File: src/fan_cfg_pkg.sv
// package: register map, field layout, reset values and state types of the fan configuration bank
package fan_cfg_pkg;
	// register offsets
	localparam logic [7:0] OFS_SMOOTH_VCORE = 8'h10;
	localparam logic [7:0] OFS_R2_OFFSET = 8'h72;
	localparam logic [7:0] OFS_CFG2 = 8'h73;
	localparam logic [7:0] OFS_MASK1 = 8'h74;
	localparam logic [7:0] OFS_MASK2 = 8'h75;
	localparam logic [7:0] OFS_VOLT_LSB = 8'h76;
	localparam logic [7:0] OFS_TEMP_LSB = 8'h77;
	localparam logic [7:0] OFS_CFG3 = 8'h78;
	localparam logic [7:0] OFS_TMR_STATUS = 8'h79;
	localparam logic [7:0] OFS_TMR_LIMIT = 8'h7a;
	localparam logic [7:0] OFS_PULSES = 8'h7b;
	localparam logic [7:0] OFS_CFG5 = 8'h7c;
	localparam logic [7:0] OFS_CFG4 = 8'h7d;
	localparam logic [7:0] OFS_TEST1 = 8'h7e;
	localparam logic [7:0] OFS_TEST2 = 8'h7f;
	// reading registers held while extended bits are pending
	localparam logic [7:0] OFS_CORE_V_MSB = 8'h21;
	localparam logic [7:0] OFS_SUPPLY_V_MSB = 8'h22;
	localparam logic [7:0] OFS_TEMP_MSB_FIRST = 8'h25;
	// reset values
	localparam logic [7:0] RST_ZERO = 8'h00;
	localparam logic [7:0] RST_PULSES = 8'h55;
	localparam logic [7:0] RST_CFG5 = 8'h01;
	// smoothing/core voltage register fields, then the config five format bit
	localparam int BIT_SLOW_R1 = 0;
	localparam int BIT_SLOW_LOCAL = 1;
	localparam int BIT_SLOW_R2 = 2;
	localparam int BIT_THERMAL_LIMIT_PIN_MANUAL = 3;
	localparam int BIT_VCORE_LOW = 6;
	localparam int BIT_EXTRA_SLOW = 7;
	localparam logic [7:0] SMOOTH_WR_MASK = 8'hcf; // bits 5:4 reserved
	localparam int BIT_SIGNED_FMT = 0;
	// slow multiplies by four; extra stretch adds 401/1024 (about 39.2 percent)
	localparam int SLOW_SHIFT = 2;
	localparam int EXTRA_NUM = 401;
	localparam int EXTRA_SHIFT = 10;
	localparam int NUM_FANS = 3;
	// core voltage supervision
	typedef enum logic [1:0] {
		vc_normal = 2'b00,
		vc_low = 2'b01,
		vc_spinup = 2'b11
	} vcore_state_e;
	// register access request from the bus protocol engine
	typedef struct packed {
		logic wr;
		logic rd;
		logic [7:0] addr;
		logic [7:0] wdata;
	} reg_req_s;
	// supervision events towards status and alert logic
	typedef struct packed {
		logic status_set;
		logic alert;
		logic processor_hot_input_en;
		logic spinup_start;
	} vcore_evt_s;
endpackage : fan_cfg_pkg

File: src/fan_cfg_regs.sv
// module: fan smoothing, thermal pin and core voltage configuration register bank
// Function
// - slow remote-one bit: fan one smoothing x4
// - slow local bit: fan two smoothing x4
// - slow remote-two bit: fan three smoothing x4
// - extra stretch adds 39.2 percent everywhere
// - thermal pin stays active in manual only with bit three set
// - thermal event overrides fan setting, except manual mode with bit three clear
// - core low on standby: status, alert, hot-off
// - core recovered: hot monitor on, spin-up
// - smoothing config register resets to zero
// - lock bit makes lockable registers read-only
// - extended reads first freeze msb readings
// - config five bit zero picks format
module fan_cfg_regs
	import fan_cfg_pkg::*;
#(
	parameter int TIME_W = 16
) (
	input wire logic i_clk,
	input wire logic i_reset,
	input wire reg_req_s i_req,
	output logic [7:0] o_reg_rdata,
	input wire logic i_lock,
	input wire logic [7:0] i_volt_lsb,
	input wire logic [7:0] i_temp_lsb,
	input wire logic [7:0] i_tmr_status,
	input wire logic [NUM_FANS*TIME_W-1:0] i_smooth_time,
	output logic [NUM_FANS*(TIME_W+3)-1:0] o_smooth_time,
	input wire logic i_thermal_limit_pin_n,
	input wire logic i_manual_mode,
	output logic o_fans_full_on,
	input wire logic i_on_standby,
	input wire logic i_core_voltage_below_low,
	input wire logic i_alert_enable,
	input wire logic i_spinup_done,
	output vcore_evt_s o_vcore_evt,
	output logic o_signed_temp_format,
	output logic o_freeze_voltage,
	output logic o_freeze_temp,
	output logic [7:0] o_cfg2,
	output logic [7:0] o_mask1,
	output logic [7:0] o_mask2,
	output logic [7:0] o_cfg3,
	output logic [7:0] o_tmr_limit,
	output logic [7:0] o_pulses_per_rev,
	output logic [7:0] o_cfg4,
	output logic [7:0] o_r2_offset
);

	typedef struct packed {
		logic [7:0] smooth_vcore;
		logic [7:0] r2_offset;
		logic [7:0] cfg2;
		logic [7:0] mask1;
		logic [7:0] mask2;
		logic [7:0] volt_lsb;
		logic [7:0] temp_lsb;
		logic [7:0] cfg3;
		logic [7:0] tmr_limit;
		logic [7:0] pulses;
		logic [7:0] cfg5;
		logic [7:0] cfg4;
		logic [7:0] rdata;
		logic [1:0] volt_pending; // msb readings still to be read
		logic [2:0] temp_pending;
		logic [2:0] sync_a; // first synchroniser stage
		logic [2:0] sync_b; // thermal_n, standby, core below
		vcore_state_e vstate;
		vcore_evt_s evt;
		logic full_on;
		logic [NUM_FANS*(TIME_W+3)-1:0] smooth;
	} state_s;

	state_s cur;
	state_s next_cur;

	logic thermal_asserted;
	logic core_low_now;
	logic [NUM_FANS-1:0] slow_bits;
	logic wr_open;
	logic wr_lockable;
	logic [NUM_FANS*(TIME_W+3)-1:0] smooth_calc; // scaled times ahead of the state register

	// pin levels after two flip-flops
	assign thermal_asserted = !cur.sync_b[0];
	assign core_low_now = cur.sync_b[1] && cur.sync_b[2];
	assign slow_bits = {cur.smooth_vcore[BIT_SLOW_R2], cur.smooth_vcore[BIT_SLOW_LOCAL],
		cur.smooth_vcore[BIT_SLOW_R1]};
	assign wr_open = i_req.wr;
	assign wr_lockable = i_req.wr && !i_lock;

	// smoothing time scaling per fan
	genvar g;
	generate
		for (g = 0; g < NUM_FANS; g++) begin : g_smooth
			logic [TIME_W+2:0] base;
			logic [TIME_W+2:0] slowed;
			logic [TIME_W+2+EXTRA_SHIFT:0] prod;
			logic [TIME_W+2:0] stretched;
			assign base = {3'h0, i_smooth_time[g*TIME_W +: TIME_W]};
			assign slowed = slow_bits[g] ? (base << SLOW_SHIFT) : base;
			assign prod = {{EXTRA_SHIFT{1'b0}}, slowed} * (TIME_W+3+EXTRA_SHIFT)'(EXTRA_NUM);
			assign stretched = slowed + prod[TIME_W+2+EXTRA_SHIFT:EXTRA_SHIFT];
			assign smooth_calc[g*(TIME_W+3) +: TIME_W+3] =
				cur.smooth_vcore[BIT_EXTRA_SLOW] ? stretched : slowed;
		end
	endgenerate

	// register writes, reads, freeze tracking and supervision
	always_comb begin
		next_cur.smooth_vcore = cur.smooth_vcore;
		next_cur.r2_offset = cur.r2_offset;
		next_cur.cfg2 = cur.cfg2;
		next_cur.mask1 = cur.mask1;
		next_cur.mask2 = cur.mask2;
		next_cur.cfg3 = cur.cfg3;
		next_cur.tmr_limit = cur.tmr_limit;
		next_cur.pulses = cur.pulses;
		next_cur.cfg5 = cur.cfg5;
		next_cur.cfg4 = cur.cfg4;
		next_cur.rdata = cur.rdata;
		next_cur.volt_pending = cur.volt_pending;
		next_cur.temp_pending = cur.temp_pending;
		next_cur.sync_a = {i_core_voltage_below_low, i_on_standby, i_thermal_limit_pin_n};
		next_cur.sync_b = cur.sync_a;
		next_cur.vstate = cur.vstate;
		next_cur.evt = '0;
		next_cur.evt.processor_hot_input_en = 1'b1;
		// one driver for the whole next state: the scaled times enter here
		next_cur.smooth = smooth_calc;
		// live low bits follow the measurement until frozen
		next_cur.volt_lsb = (cur.volt_pending != 2'h0) ? cur.volt_lsb : i_volt_lsb;
		next_cur.temp_lsb = (cur.temp_pending != 3'h0) ? cur.temp_lsb : i_temp_lsb;
		// host writes
		if (wr_lockable) begin
			unique case (i_req.addr)
				OFS_SMOOTH_VCORE: next_cur.smooth_vcore = i_req.wdata & SMOOTH_WR_MASK;
				OFS_R2_OFFSET: next_cur.r2_offset = i_req.wdata;
				OFS_CFG2: next_cur.cfg2 = i_req.wdata;
				OFS_CFG3: next_cur.cfg3 = i_req.wdata;
				OFS_CFG5: next_cur.cfg5 = i_req.wdata;
				OFS_CFG4: next_cur.cfg4 = i_req.wdata;
				default: ;
			endcase
		end
		if (wr_open) begin
			unique case (i_req.addr)
				OFS_MASK1: next_cur.mask1 = i_req.wdata;
				OFS_MASK2: next_cur.mask2 = i_req.wdata;
				OFS_TMR_LIMIT: next_cur.tmr_limit = i_req.wdata;
				OFS_PULSES: next_cur.pulses = i_req.wdata;
				default: ;
			endcase
		end
		// host reads
		if (i_req.rd) begin
			unique case (i_req.addr)
				OFS_SMOOTH_VCORE: next_cur.rdata = cur.smooth_vcore;
				OFS_R2_OFFSET: next_cur.rdata = cur.r2_offset;
				OFS_CFG2: next_cur.rdata = cur.cfg2;
				OFS_MASK1: next_cur.rdata = cur.mask1;
				OFS_MASK2: next_cur.rdata = cur.mask2;
				OFS_VOLT_LSB: next_cur.rdata = cur.volt_lsb;
				OFS_TEMP_LSB: next_cur.rdata = cur.temp_lsb;
				OFS_CFG3: next_cur.rdata = cur.cfg3;
				OFS_TMR_STATUS: next_cur.rdata = i_tmr_status;
				OFS_TMR_LIMIT: next_cur.rdata = cur.tmr_limit;
				OFS_PULSES: next_cur.rdata = cur.pulses;
				OFS_CFG5: next_cur.rdata = cur.cfg5;
				OFS_CFG4: next_cur.rdata = cur.cfg4;
				default: next_cur.rdata = RST_ZERO; // test and foreign offsets
			endcase
			// extended read arms the freeze; each msb read releases its share
			if (i_req.addr == OFS_VOLT_LSB) begin
				next_cur.volt_pending = 2'h3;
			end
			if (i_req.addr == OFS_TEMP_LSB) begin
				next_cur.temp_pending = 3'h7;
			end
			if (i_req.addr == OFS_CORE_V_MSB) begin
				next_cur.volt_pending[0] = 1'b0;
			end
			if (i_req.addr == OFS_SUPPLY_V_MSB) begin
				next_cur.volt_pending[1] = 1'b0;
			end
			for (int i = 0; i < 3; i++) begin
				if (i_req.addr == OFS_TEMP_MSB_FIRST + 8'(i)) begin
					next_cur.temp_pending[i] = 1'b0;
				end
			end
		end
		// thermal pin forces fans regardless of their setting, except in manual mode with bit three clear
		next_cur.full_on = thermal_asserted &&
			(!i_manual_mode || cur.smooth_vcore[BIT_THERMAL_LIMIT_PIN_MANUAL]);
		// core voltage supervision
		unique case (cur.vstate)
			vc_normal: begin
				if (cur.smooth_vcore[BIT_VCORE_LOW] && core_low_now) begin
					next_cur.vstate = vc_low;
					next_cur.evt.status_set = 1'b1;
					next_cur.evt.alert = i_alert_enable;
					next_cur.evt.processor_hot_input_en = 1'b0;
				end
			end
			vc_low: begin
				next_cur.evt.processor_hot_input_en = 1'b0;
				if (!cur.sync_b[2]) begin
					next_cur.vstate = vc_spinup;
					next_cur.evt.processor_hot_input_en = 1'b1;
					next_cur.evt.spinup_start = 1'b1;
				end
			end
			vc_spinup: begin
				if (i_spinup_done) begin
					next_cur.vstate = vc_normal;
				end
			end
			default: next_cur.vstate = vc_normal;
		endcase
	end

	// state register with power-on defaults
	always_ff @(posedge i_clk) begin
		if (i_reset) begin
			cur <= '0;
			cur.smooth_vcore <= RST_ZERO;
			cur.pulses <= RST_PULSES;
			cur.cfg5 <= RST_CFG5;
			cur.sync_a <= 3'h1; // thermal pin idle high
			cur.sync_b <= 3'h1;
			cur.vstate <= vc_normal;
			cur.evt.processor_hot_input_en <= 1'b1;
		end else begin
			cur <= next_cur;
		end
	end

	// outputs straight from the state register
	assign o_reg_rdata = cur.rdata;
	assign o_smooth_time = cur.smooth;
	assign o_fans_full_on = cur.full_on;
	assign o_vcore_evt = cur.evt;
	assign o_signed_temp_format = cur.cfg5[BIT_SIGNED_FMT];
	assign o_freeze_voltage = cur.volt_pending != 2'h0;
	assign o_freeze_temp = cur.temp_pending != 3'h0;
	assign o_cfg2 = cur.cfg2;
	assign o_mask1 = cur.mask1;
	assign o_mask2 = cur.mask2;
	assign o_cfg3 = cur.cfg3;
	assign o_tmr_limit = cur.tmr_limit;
	assign o_pulses_per_rev = cur.pulses;
	assign o_cfg4 = cur.cfg4;
	assign o_r2_offset = cur.r2_offset;

endmodule : fan_cfg_regs

File: config.mk
export PLATFORM = sky130hd
export DESIGN_NAME = fan_cfg_regs
export DESIGN_NICKNAME = d
export VERILOG_FILES = /design/src/fan_cfg_pkg.sv /design/src/fan_cfg_regs.sv
export SDC_FILE = /design/constraint.sdc
export NUM_CORES = 1
export LEC_CHECK = 0
export BUFFER_PORTS_ARGS = -buffer_cell sky130_fd_sc_hd__buf_2
export CAP_MARGIN = 25
export CELL_PAD_IN_SITES_DETAIL_PLACEMENT = 1
export CELL_PAD_IN_SITES_GLOBAL_PLACEMENT = 2
export CORE_MARGIN = 2
export CORE_UTILIZATION = 33
export CTS_CLUSTER_DIAMETER = 200
export DETAILED_ROUTE_END_ITERATION = 7
export PLACE_DENSITY_LB_ADDON = 0.15
export SLEW_MARGIN = 20
export SYNTH_ARGS = -nofsm -noshare
export SYNTH_HDL_FRONTEND = slang
export SYNTH_SLANG_ARGS = --single-unit
File: constraint.sdc
create_clock -name i_clk -period 17.05 [get_ports i_clk]
set_input_delay 0.8525 -clock i_clk [delete_from_list [all_inputs] [get_ports i_clk]]
set_output_delay 0.8525 -clock i_clk [all_outputs]
set_load 0.05 [all_outputs]
Yosys cells after proc, flatten, opt, wreduce, memory -nomap -nowiden:

Cells that the tools add are included.

* add/sub/neg operators: 3
* multipliers: 3
* equality and inequality tests: 23
* muxes and demuxes: 20
* bitwise operators: 3
* reductions and logical operators: 35

Operators with widths (count)
* $pmux W8 S13: 1
* $eq A8 B7 Y1 const B: 12
* $mul A18 B9 Y27 const B: 3
* $add A18 B17 Y19: 3
* $mux W19: 3
* $mux W18: 3
* $eq A8 B6 Y1 const B: 5
* $reduce_and A2 Y1: 15
* $reduce_bool A2 Y1: 6
* $eq A8 B5 Y1 const B: 1
* $mux W2: 4
* $ne A2 B2 Y1 const B: 3
* $pmux W2 S3: 1
* $mux W1: 5
* $mux W5: 1
* $logic_and A1 B1 Y1: 4
* $reduce_or A2 Y1: 2
* $logic_not A1 Y1: 3
* $mux W3: 1
* $not A1 Y1: 3
* $reduce_and A3 Y1: 1
* $reduce_bool A3 Y1: 1
* $reduce_or A3 Y1: 1
* $eq A2 B1 Y1 const B: 1
* 4 further kinds: 4

* register bits after elaboration: 177
* input port bits: 99
* output and inout port bits: 137
* logic and storage cells: 114

Depth between registers and ports, before layout:

* word-level depth: 4
* mapped depth: 25
* gate-level depth less buffers: 23

Worst setup path after synthesis:

No wires, ideal clock.

* path kind: register to register
* start: reg cur[173] in the netlist's numbering
* end: reg cur (netlist bit o_smooth_time[52])
* library setup time: 0.092 ns
* data arrival time: 6.176 ns
* required time: 16.958 ns
* slack: 10.782 ns
* stages on the path, launching flop included: 26
* path buffers: 2
* period minus slack after synthesis: 6.268 ns
* cell sequence: dfxtp_1 -> clkbuf_1 -> clkbuf_1 -> mux2_2 -> ha_1 -> inv_1 -> fa_1 -> inv_1 -> fa_1 -> ha_1 -> ha_1 -> and4_1 -> a41o_1 -> o2111ai_2 -> a21boi_0 -> o21a_1 -> or4_1 -> nand3_1 -> ha_1 -> o21a_1 -> o21ai_0 -> a31oi_1 -> o211ai_1 -> a31oi_1 -> o21a_1 -> o32ai_1

* cells in the longest elaborated chain, start to end: 4

RTL lines
* start: declaration: line fan_cfg_regs.sv:75 `state_s cur;`
* start signal: assignment: line fan_cfg_regs.sv:235 `cur <= next_cur;`
* $mux W18 (*): line fan_cfg_regs.sv:102 `assign slowed = slow_bits[g] ? (base << SLOW_SHIFT) : base;`
* $mul A18 B9 Y27: line fan_cfg_regs.sv:103 `assign prod = {{EXTRA_SHIFT{1'b0}}, slowed} * (TIME_W+3+EXTRA_SHIFT)'(EXTRA_NUM);`
* $add A18 B17 Y19: line fan_cfg_regs.sv:104 `assign stretched = slowed + prod[TIME_W+2+EXTRA_SHIFT:EXTRA_SHIFT];`
* $mux W19 (*): line fan_cfg_regs.sv:106 `cur.smooth_vcore[BIT_EXTRA_SLOW] ? stretched : slowed;`

Mark *: on every way between the ends. The rest lies on a longest branch, timed or not.
A chain may end at the register's enable or synchronous reset.

Final worst setup path:

* start: reg cur[171] in the netlist's numbering
* end: reg cur (netlist bit o_smooth_time[15])

Same word-level chain as after synthesis.

==> results.yml <==
synth:
  ys_seq_area_share_pct: 20.4
  ys_ff_latch: 177
  synth_edf_count: 0
  synth_cell_type_count: 83
  yosys.area.top_type: "dfxtp_1"
  syn_avg_cell_area_sq_um: 8.67
  synthArstFlopShare_pct: 0
  syn-cell-area_sq_mm: 0.0173
  synth-warning-count: 0
  synth_commonest_cells: "ha_1 (264), dfxtp_1 (177), nand2_1 (176), nor2_1 (157), a21oi_1 (136)"
  yosysMostFrequentCell: "ha_1"
  synth_area_leaders: "dfxtp_1 (20%), ha_1 (19%), fa_1 (8.3%)"
  synth_top_area_share_pct: 20.4
  syn_nets: 2437
  netlist_instances: 2002
  synth_ff_type: "dfxtp_1"
setup_path:
  startpoint_type: "flip-flop"
  crit_fanout: 22
  cp_data_required_time_ns: 17.42
  reg2regPathDepth: 22
  crit_path_end_kind: "flip-flop"
  worstPathArrival_ns: 7.43
  path_class: "flip-flop to flip-flop"
drt:
  firstDrtPassIters: 5
  dr_total_vias: 14501
  wl_microns: 55600
  drt_iter0_drc: 596
  ant_nets: 0
  vias_per_cell: 5.24
  avgRoutedWirePerCell_microns: 20.1
  drc: 0
placement:
  place_congestion: 0.849
  portBuffers: 235
  dp_hpwl_microns: 44300
  dp_slack_ns: 10.02
power_and_ir_drop:
  power_frac_seq_pct: 18.4
  clkPwrFrac_pct: 18.3
  combPwrFrac_pct: 63.3
  power.leakage_uw: 0.00913
  peakVddDrop_mv: 0.0772
  power.internal_uw: 1230
  power_density_mw_per_mm2: 123
  swShare_pct: 47.1
  power_uw: 2320
  p_switching_uw: 1090
floorplanning:
  ios: 236
  fp.dieW_microns: 233
  start_util_pct: 33.2
  die_area_sq_mm: 0.0544
  fp.dieH_microns: 233
  core_sq_mm: 0.0522
  rows: 84
grt:
  grtUsageTotal_pct: 20.5
  grt_max_degree: 88
  grt_antenna_before_repair: 1
  grt_pass1_vias: 14982
  gr-total-overflow: 0
  grt_pass1_wl_microns: 86200
min_path:
  hold_path_depth: 1
  hp-class: "flip-flop to flip-flop"
timing:
  fmax_ghz: 0.142
  hold_viol: 0
  skew_ns: 0.0175
  period_minus_slack_ns: 7.06
  slew_headroom_pct: 33.4
  setup_viol: 0
  min_period_over_period_pct: 41.4
  finalHoldWorstSlack_ns: 0.405
  slew_viol_final: 0
  rsz0062_at_grt: "no"
  tightestPinTransition_ns: 0.999
  layout_setup_ws_ns: 9.99
  setup-tns-final_ns: 0
cts:
  tritoncts.num_buffers: 17
  postCtsSetupBuffers: 0
  hold_buffers: 0
  clockBufferDepth: 2
  cts_root_buffer: "clkbuf_16"
  cts.sinks: 177
  ctsResizeCount: 0
  cts_tree: "done"
  insertion_delay_ns: 0.48
  htreeDepth: 4
  path_clk_slew_ns: 0.08
finish:
  num_antenna_cells: 0
  multi_input_area_sq_mm: 0.0121
  seq_area_sq_mm: 0.00354
  finalNetCount: 2499
  area_growth_pct: 8.52
  finish.utilization_pct: 36.0
  drive_gt1_share_pct: 17.4
  nFillCells: 6190
status:
  outcome: "complete, no violations"
job:
  max_cap_violations: 0
## state kept, by name, summed over array words and instances (netlist names), 4 cells and up
signal	cells
cur	42
o_cfg2	8
o_cfg3	8
o_cfg4	8
o_mask1	8
o_mask2	8
o_pulses_per_rev	8
o_r2_offset	8
o_reg_rdata	8
o_smooth_time	57
o_tmr_limit	8
o_vcore_evt	4
## cell type report
| cell class | count | area share (%) |
|---|---|---|
| clock buffers | 18 | 2.28 |
| clock inverters | 14 | 0.977 |
| inverters | 126 | 2.51 |
| multi-input cells | 1494 | 64.0 |
| flip-flops and latches | 177 | 18.8 |
| well taps | 688 | 4.57 |
| repair buffers | 248 | 6.80 |
## cell families (layout without fill, tap and decap cells)
| kind of cell | count (synthesis) | after routing | synth area share (%) |
|---|---|---|---|
| compound gates | 406 | 406 | 15.5 |
| fa+ha+maj | 336 | 336 | 27.3 |
| flops | 177 | 177 | 20.4 |
| buf+inv | 331 | 406 | 10.1 |
| simple gates | 561 | 561 | 15.2 |
| mux | 119 | 119 | 7.82 |
| xor+xnor | 72 | 72 | 3.63 |
## power by group through the flow
| stage | clock [uW] | combinational (uW) | sequential [uW] |
|---|---|---|---|
| finish | 424 | 1470 | 426 |
| CTS | 440 | 1480 | 427 |
| global route | 454 | 1680 | 427 |
| floorplan | 0 | 1140 | 434 |
| detailed placement | 0 | 1470 | 436 |
| global placement | 0 | 1450 | 436 |
## per-layer routing
layer	part of all wire, %	vias up	GRT usage, %
met4	2.1	2	5.63
li1	-	7094	-
met5	0.018	-	0
met2	47	202	34.8
met3	3.0	49	2.98
met1	48	7154	27.1
## critical path: stages, from the launching register on
cell,delay (ns)
dfxtp_1,0.96
mux2_2,0.49
ha_1,0.31
inv_1,0.06
fa_1,0.51
inv_1,0.06
fa_1,0.49
ha_1,0.32
ha_1,0.34
a41o_1,0.24
o21ai_0,0.26
a21boi_0,0.20
o21ai_0,0.25
nand2_1,0.12
o311ai_0,0.35
ha_1,0.38
a21o_1,0.23
a21oi_1,0.15
nor2_1,0.07
o41ai_1,0.41
o21ai_0,0.19
or4b_1,0.48
o311ai_0,0.11
## metrics by stage
step / cell area, sq um / instances
after CTS: 18800 / 2764
after floorplan: 17300 / 2002
after detailed placement: 18200 / 2732
after global placement: 18200 / 2732
final: 18800 / 2765
after global routing: 18800 / 2765
## worst paths after layout
check	slack, ns	end	start
setup / recovery	9.99	o_smooth_time[15]	cur[171]
hold / removal	0.41	cur[64]	cur[67]
setup reg to reg	9.99	o_smooth_time[15]	cur[171]
hold reg to reg	0.41	cur[64]	cur[67]
## layout by cell type (no fill, tap or decap), types with 7 or more instances in the layout
cell type	count
nand3_1	50
a22o_1	7
dfxtp_1	176
nand4_1	12
o31ai_1	11
mux2i_1	59
xor2_1	27
buf_4	13
buf_2	234
o21ai_0	65
o2111ai_1	7
nor3_1	46
xnor2_1	45
nand2b_1	18
a221oi_1	8
mux4_2	8
and2_1	12
nand2_1	176
or2_2	10
o21a_1	17
nor2_1	157
mux2_2	52
fa_1	72
nor2b_1	24
o211ai_1	13
or4_1	9
a21oi_1	136
ha_1	264
a211oi_1	23
clkbuf_16	17
a31oi_1	15
and3_1	11
a21o_1	23
inv_1	123
(Power assumes the default switching activity.)
